==> src/pkg/mise_pkg.sv <==
// Purpose: Shared constants and types for the instruction subset executor
// Assumes: 14-bit instruction words, 8-bit data path, 7-bit file addresses
// Notes:   Behaviour list below, implemented in the design files
//
// Behaviour
// - Return pops stack, loads top into PC
// - Return takes two cycles, one word
// - Rotate right through carry, carry only
// - Rotate left through carry, carry only
// - Destination bit 0 to W, 1 to file
// - Nibble swap, steered result, flags untouched
// - XOR literal into W, zero flag only
// - XOR file with W, steered, zero only
// - Sleep clears watchdog, sets timeout, clears powerdown
// - Sleep halts oscillator, core sleeps
// - Direction registers also plain file registers; here only the direction load drives o_dir_we
package mise_pkg;

  localparam int          PC_W          = 13;
  localparam int          RETURN_CYCLES = 2;

  // ****************************************************************
  // Opcode patterns
  // ****************************************************************
  localparam logic [13:0] OPC_RETURN    = 14'h0008;
  localparam logic [13:0] OPC_SLEEP     = 14'h0063;
  localparam logic [10:0] OPC_DIR_LOAD  = 11'h00C;
  localparam logic [3:0]  OPC_BIT_CLR   = 4'h4;
  localparam logic [3:0]  OPC_BIT_SET   = 4'h5;
  localparam logic [3:0]  OPC_BIT_TEST  = 4'h6;
  localparam logic [5:0]  OPC_ROT_RIGHT = 6'h0C;
  localparam logic [5:0]  OPC_ROT_LEFT  = 6'h0D;
  localparam logic [5:0]  OPC_SWAP      = 6'h0E;
  localparam logic [5:0]  OPC_XOR_FILE  = 6'h06;
  localparam logic [5:0]  OPC_XOR_LIT   = 6'h3A;
  localparam logic [2:0]  DIR_SEL_MIN   = 3'h5;

  // ****************************************************************
  // Field positions
  // ****************************************************************
  localparam int          DEST_BIT      = 7;
  localparam int          BSEL_LSB      = 7;

  // ****************************************************************
  // Reset values
  // ****************************************************************
  localparam logic [7:0]  W_RST         = 8'h00;
  localparam logic        TO_RST        = 1'b1;
  localparam logic        PD_RST        = 1'b1;

  typedef enum logic [3:0] {
    OP_NONE      = 4'b0000,
    OP_BIT_CLR   = 4'b0001,
    OP_BIT_SET   = 4'b0010,
    OP_BIT_TEST  = 4'b0011,
    OP_ROT_RIGHT = 4'b0100,
    OP_ROT_LEFT  = 4'b0101,
    OP_SWAP      = 4'b0110,
    OP_XOR_FILE  = 4'b0111,
    OP_XOR_LIT   = 4'b1000,
    OP_RETURN    = 4'b1001,
    OP_DIR_LOAD  = 4'b1010,
    OP_SLEEP     = 4'b1011
  } mise_op_type;

  typedef enum logic [1:0] {
    ST_RUN   = 2'b00,
    ST_DRAIN = 2'b01,
    ST_SLEEP = 2'b10
  } mise_state_type;

endpackage : mise_pkg

==> src/pkg/mise_alu_if.sv <==
// Purpose: Carrier between the executor and its data path
// Assumes: Purely combinational exchange on one clock
// Notes:   Core drives operands, data path returns result
`timescale 1ns/100ps
interface mise_alu_if;
  import mise_pkg::*;

  mise_op_type op;
  logic [7:0]  file_val;
  logic [7:0]  w;
  logic [7:0]  literal;
  logic [2:0]  bit_sel;
  logic        carry_in;
  logic [7:0]  result;
  logic        carry_out;
  logic        zero_out;
  logic        skip;

  modport core (output op, file_val, w, literal, bit_sel, carry_in,
                input  result, carry_out, zero_out, skip);
  modport alu  (input  op, file_val, w, literal, bit_sel, carry_in,
                output result, carry_out, zero_out, skip);
endinterface : mise_alu_if

==> src/hw/mise_alu.sv <==
// Purpose: Result, carry, zero and skip for the executed subset
// Assumes: Operands stable in the cycle of execution
// Notes:   No state; core decides where results go
`timescale 1ns/100ps
module mise_alu (
  mise_alu_if.alu alu_port
);
  import mise_pkg::*;

  always_comb begin
    alu_port.result    = alu_port.file_val;
    alu_port.carry_out = alu_port.carry_in;
    alu_port.skip      = 1'b0;
    case (alu_port.op)
      OP_BIT_CLR: begin
        alu_port.result = alu_port.file_val & ~(8'h01 << alu_port.bit_sel);
      end
      OP_BIT_SET: begin
        alu_port.result = alu_port.file_val | (8'h01 << alu_port.bit_sel);
      end
      OP_BIT_TEST: begin
        alu_port.skip = ~alu_port.file_val[alu_port.bit_sel];
      end
      OP_ROT_RIGHT: begin
        alu_port.result    = {alu_port.carry_in, alu_port.file_val[7:1]};
        alu_port.carry_out = alu_port.file_val[0];
      end
      OP_ROT_LEFT: begin
        alu_port.result    = {alu_port.file_val[6:0], alu_port.carry_in};
        alu_port.carry_out = alu_port.file_val[7];
      end
      OP_SWAP: begin
        alu_port.result = {alu_port.file_val[3:0], alu_port.file_val[7:4]};
      end
      OP_XOR_FILE: begin
        alu_port.result = alu_port.file_val ^ alu_port.w;
      end
      OP_XOR_LIT: begin
        alu_port.result = alu_port.w ^ alu_port.literal;
      end
      default: begin
        alu_port.result = alu_port.file_val;
      end
    endcase
    alu_port.zero_out = (alu_port.result == 8'h00);
  end

endmodule : mise_alu

==> src/hw/mise_exec.sv <==
// Purpose: Decode and execute a subset of the 14-bit instruction set
// Assumes: File read data combinational on o_file_raddr, same clock
// Notes:   Writes land one cycle after the instruction is taken
`timescale 1ns/100ps
module mise_exec (
  input  wire logic                     i_mclk,
  input  wire logic                     i_rstn,
  input  wire logic                     i_instr_valid,
  input  wire logic [13:0]              i_instr,
  input  wire logic [7:0]               i_file_rdata,
  input  wire logic [mise_pkg::PC_W-1:0] i_stack_top,
  input  wire logic                     i_wake,
  output logic                          o_ready,
  output logic                          o_flush,
  output logic [6:0]                    o_file_raddr,
  output logic                          o_file_we,
  output logic [6:0]                    o_file_addr,
  output logic [7:0]                    o_file_wdata,
  output logic [7:0]                    o_w,
  output logic                          o_carry,
  output logic                          o_zero,
  output logic                          o_timeout_flag,
  output logic                          o_power_down_flag,
  output logic                          o_stack_pop,
  output logic                          o_pc_load,
  output logic [mise_pkg::PC_W-1:0]     o_pc_value,
  output logic                          o_dir_we,
  output logic [2:0]                    o_dir_sel,
  output logic [7:0]                    o_dir_data,
  output logic                          o_wdt_clear,
  output logic                          o_sleep,
  output logic                          o_osc_halt
);
  import mise_pkg::*;

  typedef struct packed {
    mise_state_type  st;
    logic [7:0]      w;
    logic            carry;
    logic            zero;
    logic            to;
    logic            pd;
    logic            file_we;
    logic [6:0]      file_addr;
    logic [7:0]      file_wdata;
    logic            pc_load;
    logic            stack_pop;
    logic [PC_W-1:0] pc_value;
    logic            dir_we;
    logic [2:0]      dir_sel;
    logic [7:0]      dir_data;
    logic            wdt_clear;
  } mise_regs_type;

  localparam mise_regs_type REGS_RST = '{
    st: ST_RUN, w: W_RST, carry: 1'b0, zero: 1'b0, to: TO_RST, pd: PD_RST,
    file_we: 1'b0, file_addr: 7'h00, file_wdata: 8'h00, pc_load: 1'b0,
    stack_pop: 1'b0, pc_value: '0, dir_we: 1'b0, dir_sel: 3'h0,
    dir_data: 8'h00, wdt_clear: 1'b0};

  mise_regs_type q;
  mise_regs_type d;
  mise_op_type   op;
  logic          take;
  logic          wr_dest;
  logic [7:0]    fval;
  logic [2:0]    bsel;
  mise_alu_if    u_if ();

  // ****************************************************************
  // Decode
  // ****************************************************************
  always_comb begin
    op = OP_NONE;
    if (i_instr == OPC_RETURN) begin
      op = OP_RETURN;
    end else if (i_instr == OPC_SLEEP) begin
      op = OP_SLEEP;
    end else if (i_instr[13:3] == OPC_DIR_LOAD) begin
      op = OP_DIR_LOAD;
    end else if (i_instr[13:10] == OPC_BIT_CLR) begin
      op = OP_BIT_CLR;
    end else if (i_instr[13:10] == OPC_BIT_SET) begin
      op = OP_BIT_SET;
    end else if (i_instr[13:10] == OPC_BIT_TEST) begin
      op = OP_BIT_TEST;
    end else if (i_instr[13:8] == OPC_ROT_RIGHT) begin
      op = OP_ROT_RIGHT;
    end else if (i_instr[13:8] == OPC_ROT_LEFT) begin
      op = OP_ROT_LEFT;
    end else if (i_instr[13:8] == OPC_SWAP) begin
      op = OP_SWAP;
    end else if (i_instr[13:8] == OPC_XOR_FILE) begin
      op = OP_XOR_FILE;
    end else if (i_instr[13:8] == OPC_XOR_LIT) begin
      op = OP_XOR_LIT;
    end
  end

  assign o_ready      = (q.st == ST_RUN);
  assign take         = i_instr_valid && o_ready;
  assign bsel         = i_instr[BSEL_LSB+2:BSEL_LSB];
  assign o_file_raddr = i_instr[6:0];
  // Forward a pending write so back-to-back ops on one address see it
  assign fval         = (q.file_we && (q.file_addr == i_instr[6:0])) ? q.file_wdata : i_file_rdata;

  assign u_if.op       = op;
  assign u_if.file_val = fval;
  assign u_if.w        = q.w;
  assign u_if.literal  = i_instr[7:0];
  assign u_if.bit_sel  = bsel;
  assign u_if.carry_in = q.carry;

  mise_alu u_alu (
    .alu_port (u_if.alu)
  );

  // Fetch must drop its prefetched word on a taken return or skip
  assign o_flush = take && ((op == OP_RETURN) || ((op == OP_BIT_TEST) && u_if.skip));

  // ****************************************************************
  // Next state
  // ****************************************************************
  always_comb begin
    d           = q;
    d.file_we   = 1'b0;
    d.pc_load   = 1'b0;
    d.stack_pop = 1'b0;
    d.dir_we    = 1'b0;
    d.wdt_clear = 1'b0;
    wr_dest     = 1'b0;
    case (q.st)
      ST_RUN: begin
        if (take) begin
          case (op)
            OP_BIT_CLR, OP_BIT_SET: begin
              d.file_we    = 1'b1;
              d.file_addr  = i_instr[6:0];
              d.file_wdata = u_if.result;
            end
            OP_BIT_TEST: begin
              if (u_if.skip) begin
                d.st = ST_DRAIN;
              end
            end
            OP_ROT_RIGHT, OP_ROT_LEFT: begin
              d.carry = u_if.carry_out;
              wr_dest = 1'b1;
            end
            OP_SWAP: begin
              wr_dest = 1'b1;
            end
            OP_XOR_FILE: begin
              d.zero  = u_if.zero_out;
              wr_dest = 1'b1;
            end
            OP_XOR_LIT: begin
              d.w    = u_if.result;
              d.zero = u_if.zero_out;
            end
            OP_RETURN: begin
              d.stack_pop = 1'b1;
              d.pc_load   = 1'b1;
              d.pc_value  = i_stack_top;
              d.st        = ST_DRAIN;
            end
            OP_DIR_LOAD: begin
              // Selectors below 5 name no direction register and are ignored
              d.dir_we   = (i_instr[2:0] >= DIR_SEL_MIN);
              d.dir_sel  = i_instr[2:0];
              d.dir_data = q.w;
            end
            OP_SLEEP: begin
              d.wdt_clear = 1'b1;
              d.to        = 1'b1;
              d.pd        = 1'b0;
              d.st        = ST_SLEEP;
            end
            default: begin
              d.st = ST_RUN;
            end
          endcase
        end
      end
      ST_DRAIN: begin
        d.st = ST_RUN;
      end
      ST_SLEEP: begin
        if (i_wake) begin
          d.st = ST_RUN;
        end
      end
      default: begin
        d.st = ST_RUN;
      end
    endcase
    if (wr_dest) begin
      if (i_instr[DEST_BIT]) begin
        // Result goes to the addressed file register; o_dir_we is set only by a direction load
        d.file_we    = 1'b1;
        d.file_addr  = i_instr[6:0];
        d.file_wdata = u_if.result;
      end else begin
        d.w = u_if.result;
      end
    end
  end

  always_ff @(posedge i_mclk or negedge i_rstn) begin
    if (!i_rstn) begin
      q <= REGS_RST;
    end else begin
      q <= d;
    end
  end

  // ****************************************************************
  // Outputs
  // ****************************************************************
  assign o_file_we         = q.file_we;
  assign o_file_addr       = q.file_addr;
  assign o_file_wdata      = q.file_wdata;
  assign o_w               = q.w;
  assign o_carry           = q.carry;
  assign o_zero            = q.zero;
  assign o_timeout_flag    = q.to;
  assign o_power_down_flag = q.pd;
  assign o_stack_pop       = q.stack_pop;
  assign o_pc_load         = q.pc_load;
  assign o_pc_value        = q.pc_value;
  assign o_dir_we          = q.dir_we;
  assign o_dir_sel         = q.dir_sel;
  assign o_dir_data        = q.dir_data;
  assign o_wdt_clear       = q.wdt_clear;
  assign o_sleep           = (q.st == ST_SLEEP);
  assign o_osc_halt        = (q.st == ST_SLEEP);
endmodule : mise_exec

==> config.mk <==
export PLATFORM = sky130hd
export DESIGN_NAME = mise_exec
export DESIGN_NICKNAME = d
export VERILOG_FILES = /design/src/pkg/mise_pkg.sv /design/src/pkg/mise_alu_if.sv /design/src/hw/mise_alu.sv /design/src/hw/mise_exec.sv
export SDC_FILE = /design/constraint.sdc
export NUM_CORES = 1
export LEC_CHECK = 0
export ABC_CLOCK_PERIOD_IN_PS = 3200
export BUFFER_PORTS_ARGS = -buffer_cell sky130_fd_sc_hd__buf_2
export CORE_ASPECT_RATIO = 0.75
export CORE_MARGIN = 2
export CORE_UTILIZATION = 30
export DETAILED_ROUTE_END_ITERATION = 7
export PLACE_DENSITY_LB_ADDON = 0.2
export SLEW_MARGIN = 25
export SYNTH_ARGS = -nofsm -noshare
export SYNTH_HDL_FRONTEND = slang
export SYNTH_SLANG_ARGS = --single-unit
==> constraint.sdc <==
create_clock -name i_mclk -period 3.2 [get_ports i_mclk]
set_clock_uncertainty 0.05 [all_clocks]
set_input_delay 0.48 -clock i_mclk [delete_from_list [all_inputs] [get_ports i_mclk]]
set_output_delay 0.48 -clock i_mclk [all_outputs]
set_load 0.01 [all_outputs]
==> run_summary.xml, run 1 <==
<?xml version="1.0" encoding="UTF-8"?>
<metrics>
  <group name="outcome">
    <metric name="run_status" unit="">finished with violations</metric>
    <metric name="violations" unit="">setup timing</metric>
  </group>
  <group name="route">
    <metric name="route.antenna.remaining_nets" unit="">0</metric>
    <metric name="via_per_inst" unit="">5.06</metric>
    <metric name="route.vias.total" unit="">3372</metric>
    <metric name="wl" unit="mm">12.4</metric>
    <metric name="drt_pre_antenna_iters" unit="">4</metric>
    <metric name="wire_per_inst" unit="um">18.6</metric>
    <metric name="drcViolationCount" unit="">0</metric>
    <metric name="drt_iter0_markers" unit="">189</metric>
  </group>
  <group name="global_routing">
    <metric name="first_global_vias" unit="">3215</metric>
    <metric name="grt_overflow" unit="">0</metric>
    <metric name="grt_max_degree" unit="">28</metric>
    <metric name="grt_pass1_wl" unit="mm">18.7</metric>
    <metric name="track_usage" unit="%">18.0</metric>
    <metric name="antenna_found_initial" unit="">0</metric>
  </group>
  <group name="pwr">
    <metric name="switchingPower" unit="W">0.000706</metric>
    <metric name="p_leak" unit="nW">2.27</metric>
    <metric name="seq_power_share" unit="%">43.5</metric>
    <metric name="combinational_group_share_of_total_power" unit="%">29.3</metric>
    <metric name="sw_frac_of_total" unit="%">33.5</metric>
    <metric name="fin_total_pwr" unit="W">0.00211</metric>
    <metric name="internal_power" unit="W">0.00140</metric>
    <metric name="p_clk_share" unit="%">27.2</metric>
    <metric name="worst_ir_drop_vdd" unit="mV">0.226</metric>
    <metric name="p_per_area" unit="nW/um^2">440</metric>
  </group>
  <group name="final_layout">
    <metric name="utilization" unit="%">38.8</metric>
    <metric name="antenna_cells" unit="">0</metric>
    <metric name="area_growth" unit="%">25.4</metric>
    <metric name="drive_gt1_share" unit="%">50.6</metric>
    <metric name="finalNetCount" unit="">538</metric>
  </group>
  <group name="cts">
    <metric name="clock_latency_at_the_later_pin_of_the_worst_skew_pair" unit="ps">300</metric>
    <metric name="post_cts_hold_buffer_count" unit="">0</metric>
    <metric name="clkSinkCount" unit="">56</metric>
    <metric name="cts_tree" unit="">built</metric>
    <metric name="total_cts_buffers" unit="">5</metric>
    <metric name="clock_path_buffers" unit="">2</metric>
    <metric name="cts-root-buf" unit="">clkbuf_16</metric>
    <metric name="clk_pin_slew_worst_paths" unit="ps">80</metric>
    <metric name="cts-htree-levels" unit="">2</metric>
  </group>
  <group name="logic_synthesis">
    <metric name="yosys_warnings" unit="">0</metric>
    <metric name="synth-edff-count" unit="">0</metric>
    <metric name="ys_seq_area_share" unit="%">36.7</metric>
    <metric name="post_synth_num_cell_types" unit="">60</metric>
    <metric name="synth_top_cell_area_share" unit="%">36.0</metric>
    <metric name="post-synth-top-area-cell" unit="">dfrtp_1</metric>
    <metric name="synth_area_per_cell" unit="sq um">9.69</metric>
    <metric name="synth.area.top_cells" unit="">dfrtp_1 36%, mux2_2 14%, buf_4 11%</metric>
    <metric name="asyncSetResetFlopFracSynth" unit="%">100</metric>
    <metric name="ys_seq_elements" unit="">56</metric>
    <metric name="number_of_standard_cells_after_synthesis" unit="">394</metric>
    <metric name="dominantRegCellSynth" unit="">dfrtp_1</metric>
    <metric name="synth.net_count" unit="">433</metric>
    <metric name="syn-cell-area" unit="sq um">3820</metric>
  </group>
  <group name="sta">
    <metric name="final.period_utilization" unit="%">110</metric>
    <metric name="slew_headroom" unit="%">64.7</metric>
    <metric name="timing_worst_slew_pin_value" unit="ps">525</metric>
    <metric name="setup_viol_count_final" unit="">2</metric>
    <metric name="final_critical_path_setup_slack" unit="ps">-317</metric>
    <metric name="report.final.slew_viol_count" unit="">0</metric>
    <metric name="max_freq" unit="MHz">284</metric>
    <metric name="grt_setup_unrepaired" unit="">true</metric>
    <metric name="final_period_minus_worst_setup_slack" unit="ps">3520</metric>
    <metric name="finalHoldViolations" unit="">0</metric>
  </group>
  <group name="floorplan">
    <metric name="fp.dieArea" unit="sq um">13700</metric>
    <metric name="initial_utilization" unit="%">30.9</metric>
    <metric name="placementRows" unit="">35</metric>
    <metric name="vertical_extent_of_the_die" unit="um">102</metric>
    <metric name="top_level_ports" unit="">106</metric>
    <metric name="floorplan.core_area" unit="sq um">12300</metric>
    <metric name="die_x" unit="um">134</metric>
  </group>
  <group name="placed_design">
    <metric name="dp.final_hpwl" unit="mm">9.90</metric>
    <metric name="dp_worst_setup_slack" unit="ps">-274</metric>
    <metric name="port_buf_inserts" unit="">104</metric>
    <metric name="globalplace.congestion" unit="">0.946</metric>
  </group>
  <group name="job">
    <metric name="cap_viol_max_count" unit="">0</metric>
  </group>
  <group name="setup_path">
    <metric name="timing.setup.critical_path_class" unit="">reg2out</metric>
    <metric name="critical_path.max_fanout" unit="">8</metric>
    <metric name="cp_data_arrival_time" unit="ps">2990</metric>
    <metric name="critical_path.endpoint_type" unit="">primary output</metric>
    <metric name="crit_path_start_kind" unit="">flop</metric>
    <metric name="crit_required" unit="ps">2670</metric>
  </group>
  <group name="min_path">
    <metric name="holdCritPathClass" unit="">in2async</metric>
  </group>
</metrics>
Yosys cell counts, drive strengths merged, types with 5 or more instances:
master   n
buf     59
dfrtp   55
mux2    46
nand2   29
o21ai   25
nor2    23
a21oi   17
clkbuf  14
and2     9
a31oi    8
nand3    8
xnor2    7
nand4    6
nor3     6
nor4     6
inv      5
state kept, by name, indices dropped and copies added (netlist names):
name and flops:
o_power_down_flag 1, o_zero 1, q 2, o_file_we 1
o_pc_load 1, o_wdt_clear 1, o_carry 1, o_dir_we 1
o_pc_value 13, o_file_wdata 8, o_dir_data 8, o_dir_sel 3
o_w 8, o_file_addr 7
power by group through the flow:
stage / sequential, W / clock (W) / combinational [W]
floorplan: 0.000883 / 0 / 0.000439
CTS: 0.000920 / 0.000595 / 0.000618
global placement: 0.000934 / 0 / 0.000608
finish: 0.000917 / 0.000574 / 0.000617
detailed placement: 0.000935 / 0 / 0.000609
global route: 0.000935 / 0.000622 / 0.000672
kinds of logic (layout without fill, tap and decap cells):
logic type / after synthesis / count (layout) / synth area share [%]
flip-flops: 56 / 56 / 36.7
AO/OA/AOI/OAI: 86 / 86 / 15.6
multiplexers: 53 / 53 / 16.4
XOR/XNOR: 11 / 11 / 2.52
other: 1 / 1 / 0.0982
AND/OR/NAND/NOR: 109 / 109 / 15.2
buffers and inverters: 78 / 184 / 13.5
repair_timing:
item,in CTS,in global routing
buffers inserted,4,1
pin swaps,7,9
gates resized for setup,6,7
setup endpoints to repair,2,6
cells in the final DEF, fill, tap and decap left out, types with 3 or more instances in the layout:
| cell | count |
|---|---|
| buf_2 | 104 |
| buf_4 | 65 |
| dfrtp_1 | 55 |
| mux2_2 | 46 |
| nand2_1 | 29 |
| nor2_1 | 22 |
| o21ai_0 | 19 |
| a21oi_1 | 16 |
| and2_1 | 9 |
| nand3_1 | 8 |
| a31oi_1 | 8 |
| xnor2_1 | 7 |
| inv_1 | 5 |
| nor3_1 | 5 |
| nand4_1 | 5 |
| clkbuf_16 | 5 |
| nor4_1 | 4 |
| o21ai_1 | 4 |
| a21o_1 | 4 |
| or3_1 | 3 |
| nor2b_1 | 3 |
| and4_1 | 3 |
| xor2_1 | 3 |
| nand2b_1 | 3 |
| o22ai_1 | 3 |
| a211oi_1 | 3 |
| o211ai_1 | 3 |
| mux4_2 | 3 |
cell type report:
cell class              count  area [sq um]
fillers                  1286          7560
multi-input cells         260          1980
flip-flops and latches     56          1400
repair buffers            171          1030
well taps                 166           208
clock buffers               5           125
clock inverters             3          27.5
inverters                   5          18.8
final timing paths:
path | start | slack [ps] | cells after the start | end
setup / recovery | o_file_addr[6] | -320 | 9 | o_flush
hold / removal | i_rstn | 110 | 1 | o_file_addr[3]
setup reg to reg | o_file_addr[6] | -210 | 11 | o_zero
hold reg to reg | o_power_down_flag | 450 | 1 | o_power_down_flag
max in group asynchronous | i_rstn | 2250 | 2 | o_dir_data[4]
min in group i_mclk | i_wake | 330 | 2 | q[57]
stage by stage:
step | area [sq um] | TNS, ps | std cells | hold WS, ps
after floorplan | 3830 | -22.1 | 394 | 134
after global placement | 4560 | -689 | 655 | 429
after detailed placement | 4560 | -777 | 655 | 436
after CTS | 4770 | -421 | 667 | 118
after global routing | 4790 | -777 | 666 | 140
final | 4790 | -525 | 666 | 106
per-layer routing:
layer | global-route usage (%) | vias up | wire (um)
met4 | 2.83 | 0 | 73
met2 | 27.0 | 150 | 5240
met1 | 27.1 | 1627 | 5950
li1 | - | 1589 | -
met5 | 0 | - | 0
met3 | 3.95 | 6 | 1150
critical path, stage by stage, from the launching register on:
cell and delay, ps:
dfrtp_1 410, xor2_2 160, or4b_4 660, nor2_4 200
mux2i_1 250, mux4_2 280, mux2i_2 80, or3_4 340
a21oi_2 160, buf_2 150
No activity file was read; power rests on OpenSTA's default activity.
==> inputs of run 2 (changes only) <==
--- a/config.mk
+++ b/config.mk
@@ -9,7 +9,7 @@
 export BUFFER_PORTS_ARGS = -buffer_cell sky130_fd_sc_hd__buf_2
 export CORE_ASPECT_RATIO = 0.75
 export CORE_MARGIN = 2
-export CORE_UTILIZATION = 30
+export CORE_UTILIZATION = 48
 export DETAILED_ROUTE_END_ITERATION = 7
 export PLACE_DENSITY_LB_ADDON = 0.2
 export SLEW_MARGIN = 25
==> run 2 against run 1 <==
  * The run still ends with setup timing left
  * Routed wire length shrank 7.6%
  * Sequential share of layout area grew 0.12 points
  * Die area shrank 36%
  * Total power shrank 6.8%
  * Flip-flop and latch count is the same
  * Hold slack gained 110 ps
  * Final cell count shrank 7.8%
  * Setup slack lost 50 ps
  * Clock power shrank 30%
  * Via count grew 2.0%
  * Sequential power shrank 1%
==> run_summary.xml, run 2 (synthesis gave the netlist of run 1 again) <==
<?xml version="1.0" encoding="UTF-8"?>
<metrics>
  <group name="floorplan">
    <metric name="top_level_ports" unit="">106</metric>
    <metric name="floorplan.core_area" unit="sq um">7810</metric>
    <metric name="fp.dieArea" unit="sq um">8690</metric>
    <metric name="initial_utilization" unit="%">48.9</metric>
    <metric name="vertical_extent_of_the_die" unit="um">81.2</metric>
    <metric name="placementRows" unit="">28</metric>
    <metric name="die_x" unit="um">107</metric>
  </group>
  <group name="sta">
    <metric name="final.period_utilization" unit="%">111</metric>
    <metric name="setup_viol_count_final" unit="">2</metric>
    <metric name="final_period_minus_worst_setup_slack" unit="ps">3570</metric>
    <metric name="slew_headroom" unit="%">43.7</metric>
    <metric name="grt_setup_unrepaired" unit="">true</metric>
    <metric name="finalHoldViolations" unit="">0</metric>
    <metric name="report.final.slew_viol_count" unit="">0</metric>
    <metric name="final_critical_path_setup_slack" unit="ps">-367</metric>
    <metric name="timing_worst_slew_pin_value" unit="ps">845</metric>
    <metric name="max_freq" unit="MHz">280</metric>
    <metric name="finalHoldWorstSlack" unit="ps">213</metric>
  </group>
  <group name="final_layout">
    <metric name="mostFrequentLayoutCell" unit="">buf_2</metric>
    <metric name="drive_gt1_share" unit="%">53.0</metric>
    <metric name="filler_cell_count" unit="">696</metric>
    <metric name="mostFrequentLayoutCells" unit="">104 x buf_2, 71 x buf_4, 55 x dfrtp_1</metric>
    <metric name="layoutNonFillerInstCount" unit="">614</metric>
    <metric name="number_of_flip_flops_under_the_largest_register_name" unit="">13</metric>
    <metric name="finalNetCount" unit="">547</metric>
    <metric name="area_growth" unit="%">24.9</metric>
    <metric name="utilization" unit="%">61.1</metric>
    <metric name="antenna_cells" unit="">0</metric>
  </group>
  <group name="route">
    <metric name="wl" unit="mm">11.5</metric>
    <metric name="route.vias.total" unit="">3441</metric>
    <metric name="wire_per_inst" unit="um">18.7</metric>
    <metric name="drt_pre_antenna_iters" unit="">4</metric>
    <metric name="route.antenna.remaining_nets" unit="">0</metric>
    <metric name="drcViolationCount" unit="">0</metric>
    <metric name="via_per_inst" unit="">5.60</metric>
    <metric name="drt_iter0_markers" unit="">197</metric>
  </group>
  <group name="cts">
    <metric name="total_cts_buffers" unit="">5</metric>
    <metric name="clock_path_buffers" unit="">2</metric>
    <metric name="clock_latency_at_the_later_pin_of_the_worst_skew_pair" unit="ps">310</metric>
    <metric name="cts-root-buf" unit="">clkbuf_8</metric>
    <metric name="clk_pin_slew_worst_paths" unit="ps">100</metric>
    <metric name="cts_tree" unit="">built</metric>
    <metric name="cts-htree-levels" unit="">2</metric>
    <metric name="clkSinkCount" unit="">56</metric>
  </group>
  <group name="min_path">
    <metric name="holdCritPathClass" unit="">in2async</metric>
  </group>
  <group name="setup_path">
    <metric name="critical_path.reg2reg.endpoint" unit="">o_zero</metric>
    <metric name="critical_path.reg2reg.startpoint" unit="">o_file_addr[5]</metric>
    <metric name="timing.critical_path.buf_inv" unit="">3</metric>
    <metric name="cp_top_family" unit="">simple AND/OR/NAND/NOR gates</metric>
    <metric name="critical_path.endpoint_type" unit="">primary output</metric>
    <metric name="critical_path.max_fanout" unit="">5</metric>
    <metric name="crit_path_start_kind" unit="">flop</metric>
    <metric name="crit_path_top_delay_cell" unit="">or4b_1</metric>
    <metric name="r2r_cells" unit="">11</metric>
    <metric name="worst_setup_path_startpoint" unit="">o_file_addr[5]</metric>
    <metric name="critPathMaxStageDelay" unit="ps">530</metric>
    <metric name="cp_data_arrival_time" unit="ps">3040</metric>
    <metric name="reg2reg_slack" unit="ps">-130</metric>
    <metric name="crit_required" unit="ps">2670</metric>
    <metric name="path_cells" unit="">xor2_2 -&gt; or4b_1 -&gt; buf_6 -&gt; nor2_4 -&gt; buf_6 -&gt; a21boi_1 -&gt; mux4_2 -&gt; mux2i_2 -&gt; or3_4 -&gt; a21oi_2 -&gt; buf_2</metric>
    <metric name="cp_common_cell" unit="">buf_6</metric>
    <metric name="timing.setup.critical_path_class" unit="">reg2out</metric>
  </group>
  <group name="job">
    <metric name="cap_viol_max_count" unit="">0</metric>
  </group>
  <group name="global_routing">
    <metric name="first_global_vias" unit="">3199</metric>
    <metric name="grt_pass1_wl" unit="mm">17.6</metric>
    <metric name="track_usage" unit="%">26.7</metric>
    <metric name="grt_overflow" unit="">0</metric>
    <metric name="grt_max_degree" unit="">39</metric>
    <metric name="antenna_found_initial" unit="">0</metric>
  </group>
  <group name="pwr">
    <metric name="p_leak" unit="nW">2.30</metric>
    <metric name="p_per_area" unit="nW/um^2">412</metric>
    <metric name="fin_total_pwr" unit="W">0.00196</metric>
    <metric name="worst_ir_drop_vdd" unit="mV">0.253</metric>
  </group>
  <group name="placed_design">
    <metric name="port_buf_inserts" unit="">104</metric>
    <metric name="globalplace.congestion" unit="">1.00</metric>
    <metric name="placed_cells" unit="">595</metric>
    <metric name="dp.final_hpwl" unit="mm">9.04</metric>
    <metric name="dp_worst_setup_slack" unit="ps">-299</metric>
  </group>
  <group name="outcome">
    <metric name="run_status" unit="">finished with violations</metric>
    <metric name="violations" unit="">setup timing</metric>
  </group>
</metrics>
[run 2: cell types whose count changed in the layout (fill, tap and decap cells not counted), moves of 2 or more]
cell       previous run  this run
clkbuf_16             5         0
clkbuf_8              0         5
buf_6                 2         4
and2_1                9         7
o21ai_2               1         3
and2_4                0         2
buf_4                65        71
[run 2: worst max-delay path by stage]
stage	slack, ps	depth (start not counted)	endpoint
after global routing	-480	10	o_flush
after detailed placement	-300	12	o_flush
after CTS	-410	10	o_flush
after global placement	-310	12	o_flush
final	-370	11	o_flush
after floorplan	-20	9	o_flush
[run 2: per-layer routing]
metal,global-route usage [%],wire [um],vias to the layer above
met3,4.65,853,11
met2,40.3,5000,154
li1,-,-,1605
met1,39.9,5480,1671
met5,0,0,-
met4,6.36,143,0
[run 2: cell type report]
type / instances / area (sq um) / area share [%]
sequential: 56 / 1400 / 29.4
timing repair buffer: 180 / 1120 / 23.5
inverter: 5 / 18.8 / 0.393
tap: 105 / 131 / 2.75
clock inverter: 3 / 21.3 / 0.446
clock buffer: 5 / 68.8 / 1.44
multi-input combinational: 260 / 2010 / 42.1
[run 2: report_power, final]
group	internal, W	switching, W
Clock	0.000156	0.000244
Combinational	0.000330	0.000329
Sequential	0.000797	0.000109
Total	0.00128	0.000682
[run 2: repair_timing]
action / 4_1_cts / 5_1_grt
gates cloned: 0 / 0
pin swaps: 11 / 12
gates resized for setup: 13 / 10
buffers inserted: 8 / 5
endpoints found under the setup margin: 2 / 5
hold buffers: 0 / 0
[run 2: per-stage QoR]
step	area, sq um	setup TNS (ps)
finish	4770	-495
detailed placement	4500	-1130
CTS	4710	-409
global placement	4500	-1190
floorplan	3830	-22.1
global route	4770	-737
[run 2: worst reg2reg max path: cells and delay by family (launching register included)]
family | cells | cell delay [ps]
and+or+nand+nor | 3 | 1260
AOI/OAI and AO/OA | 4 | 900
buffers and inverters | 3 | 440
DFF | 1 | 420
xor gates and xnor gates | 1 | 160
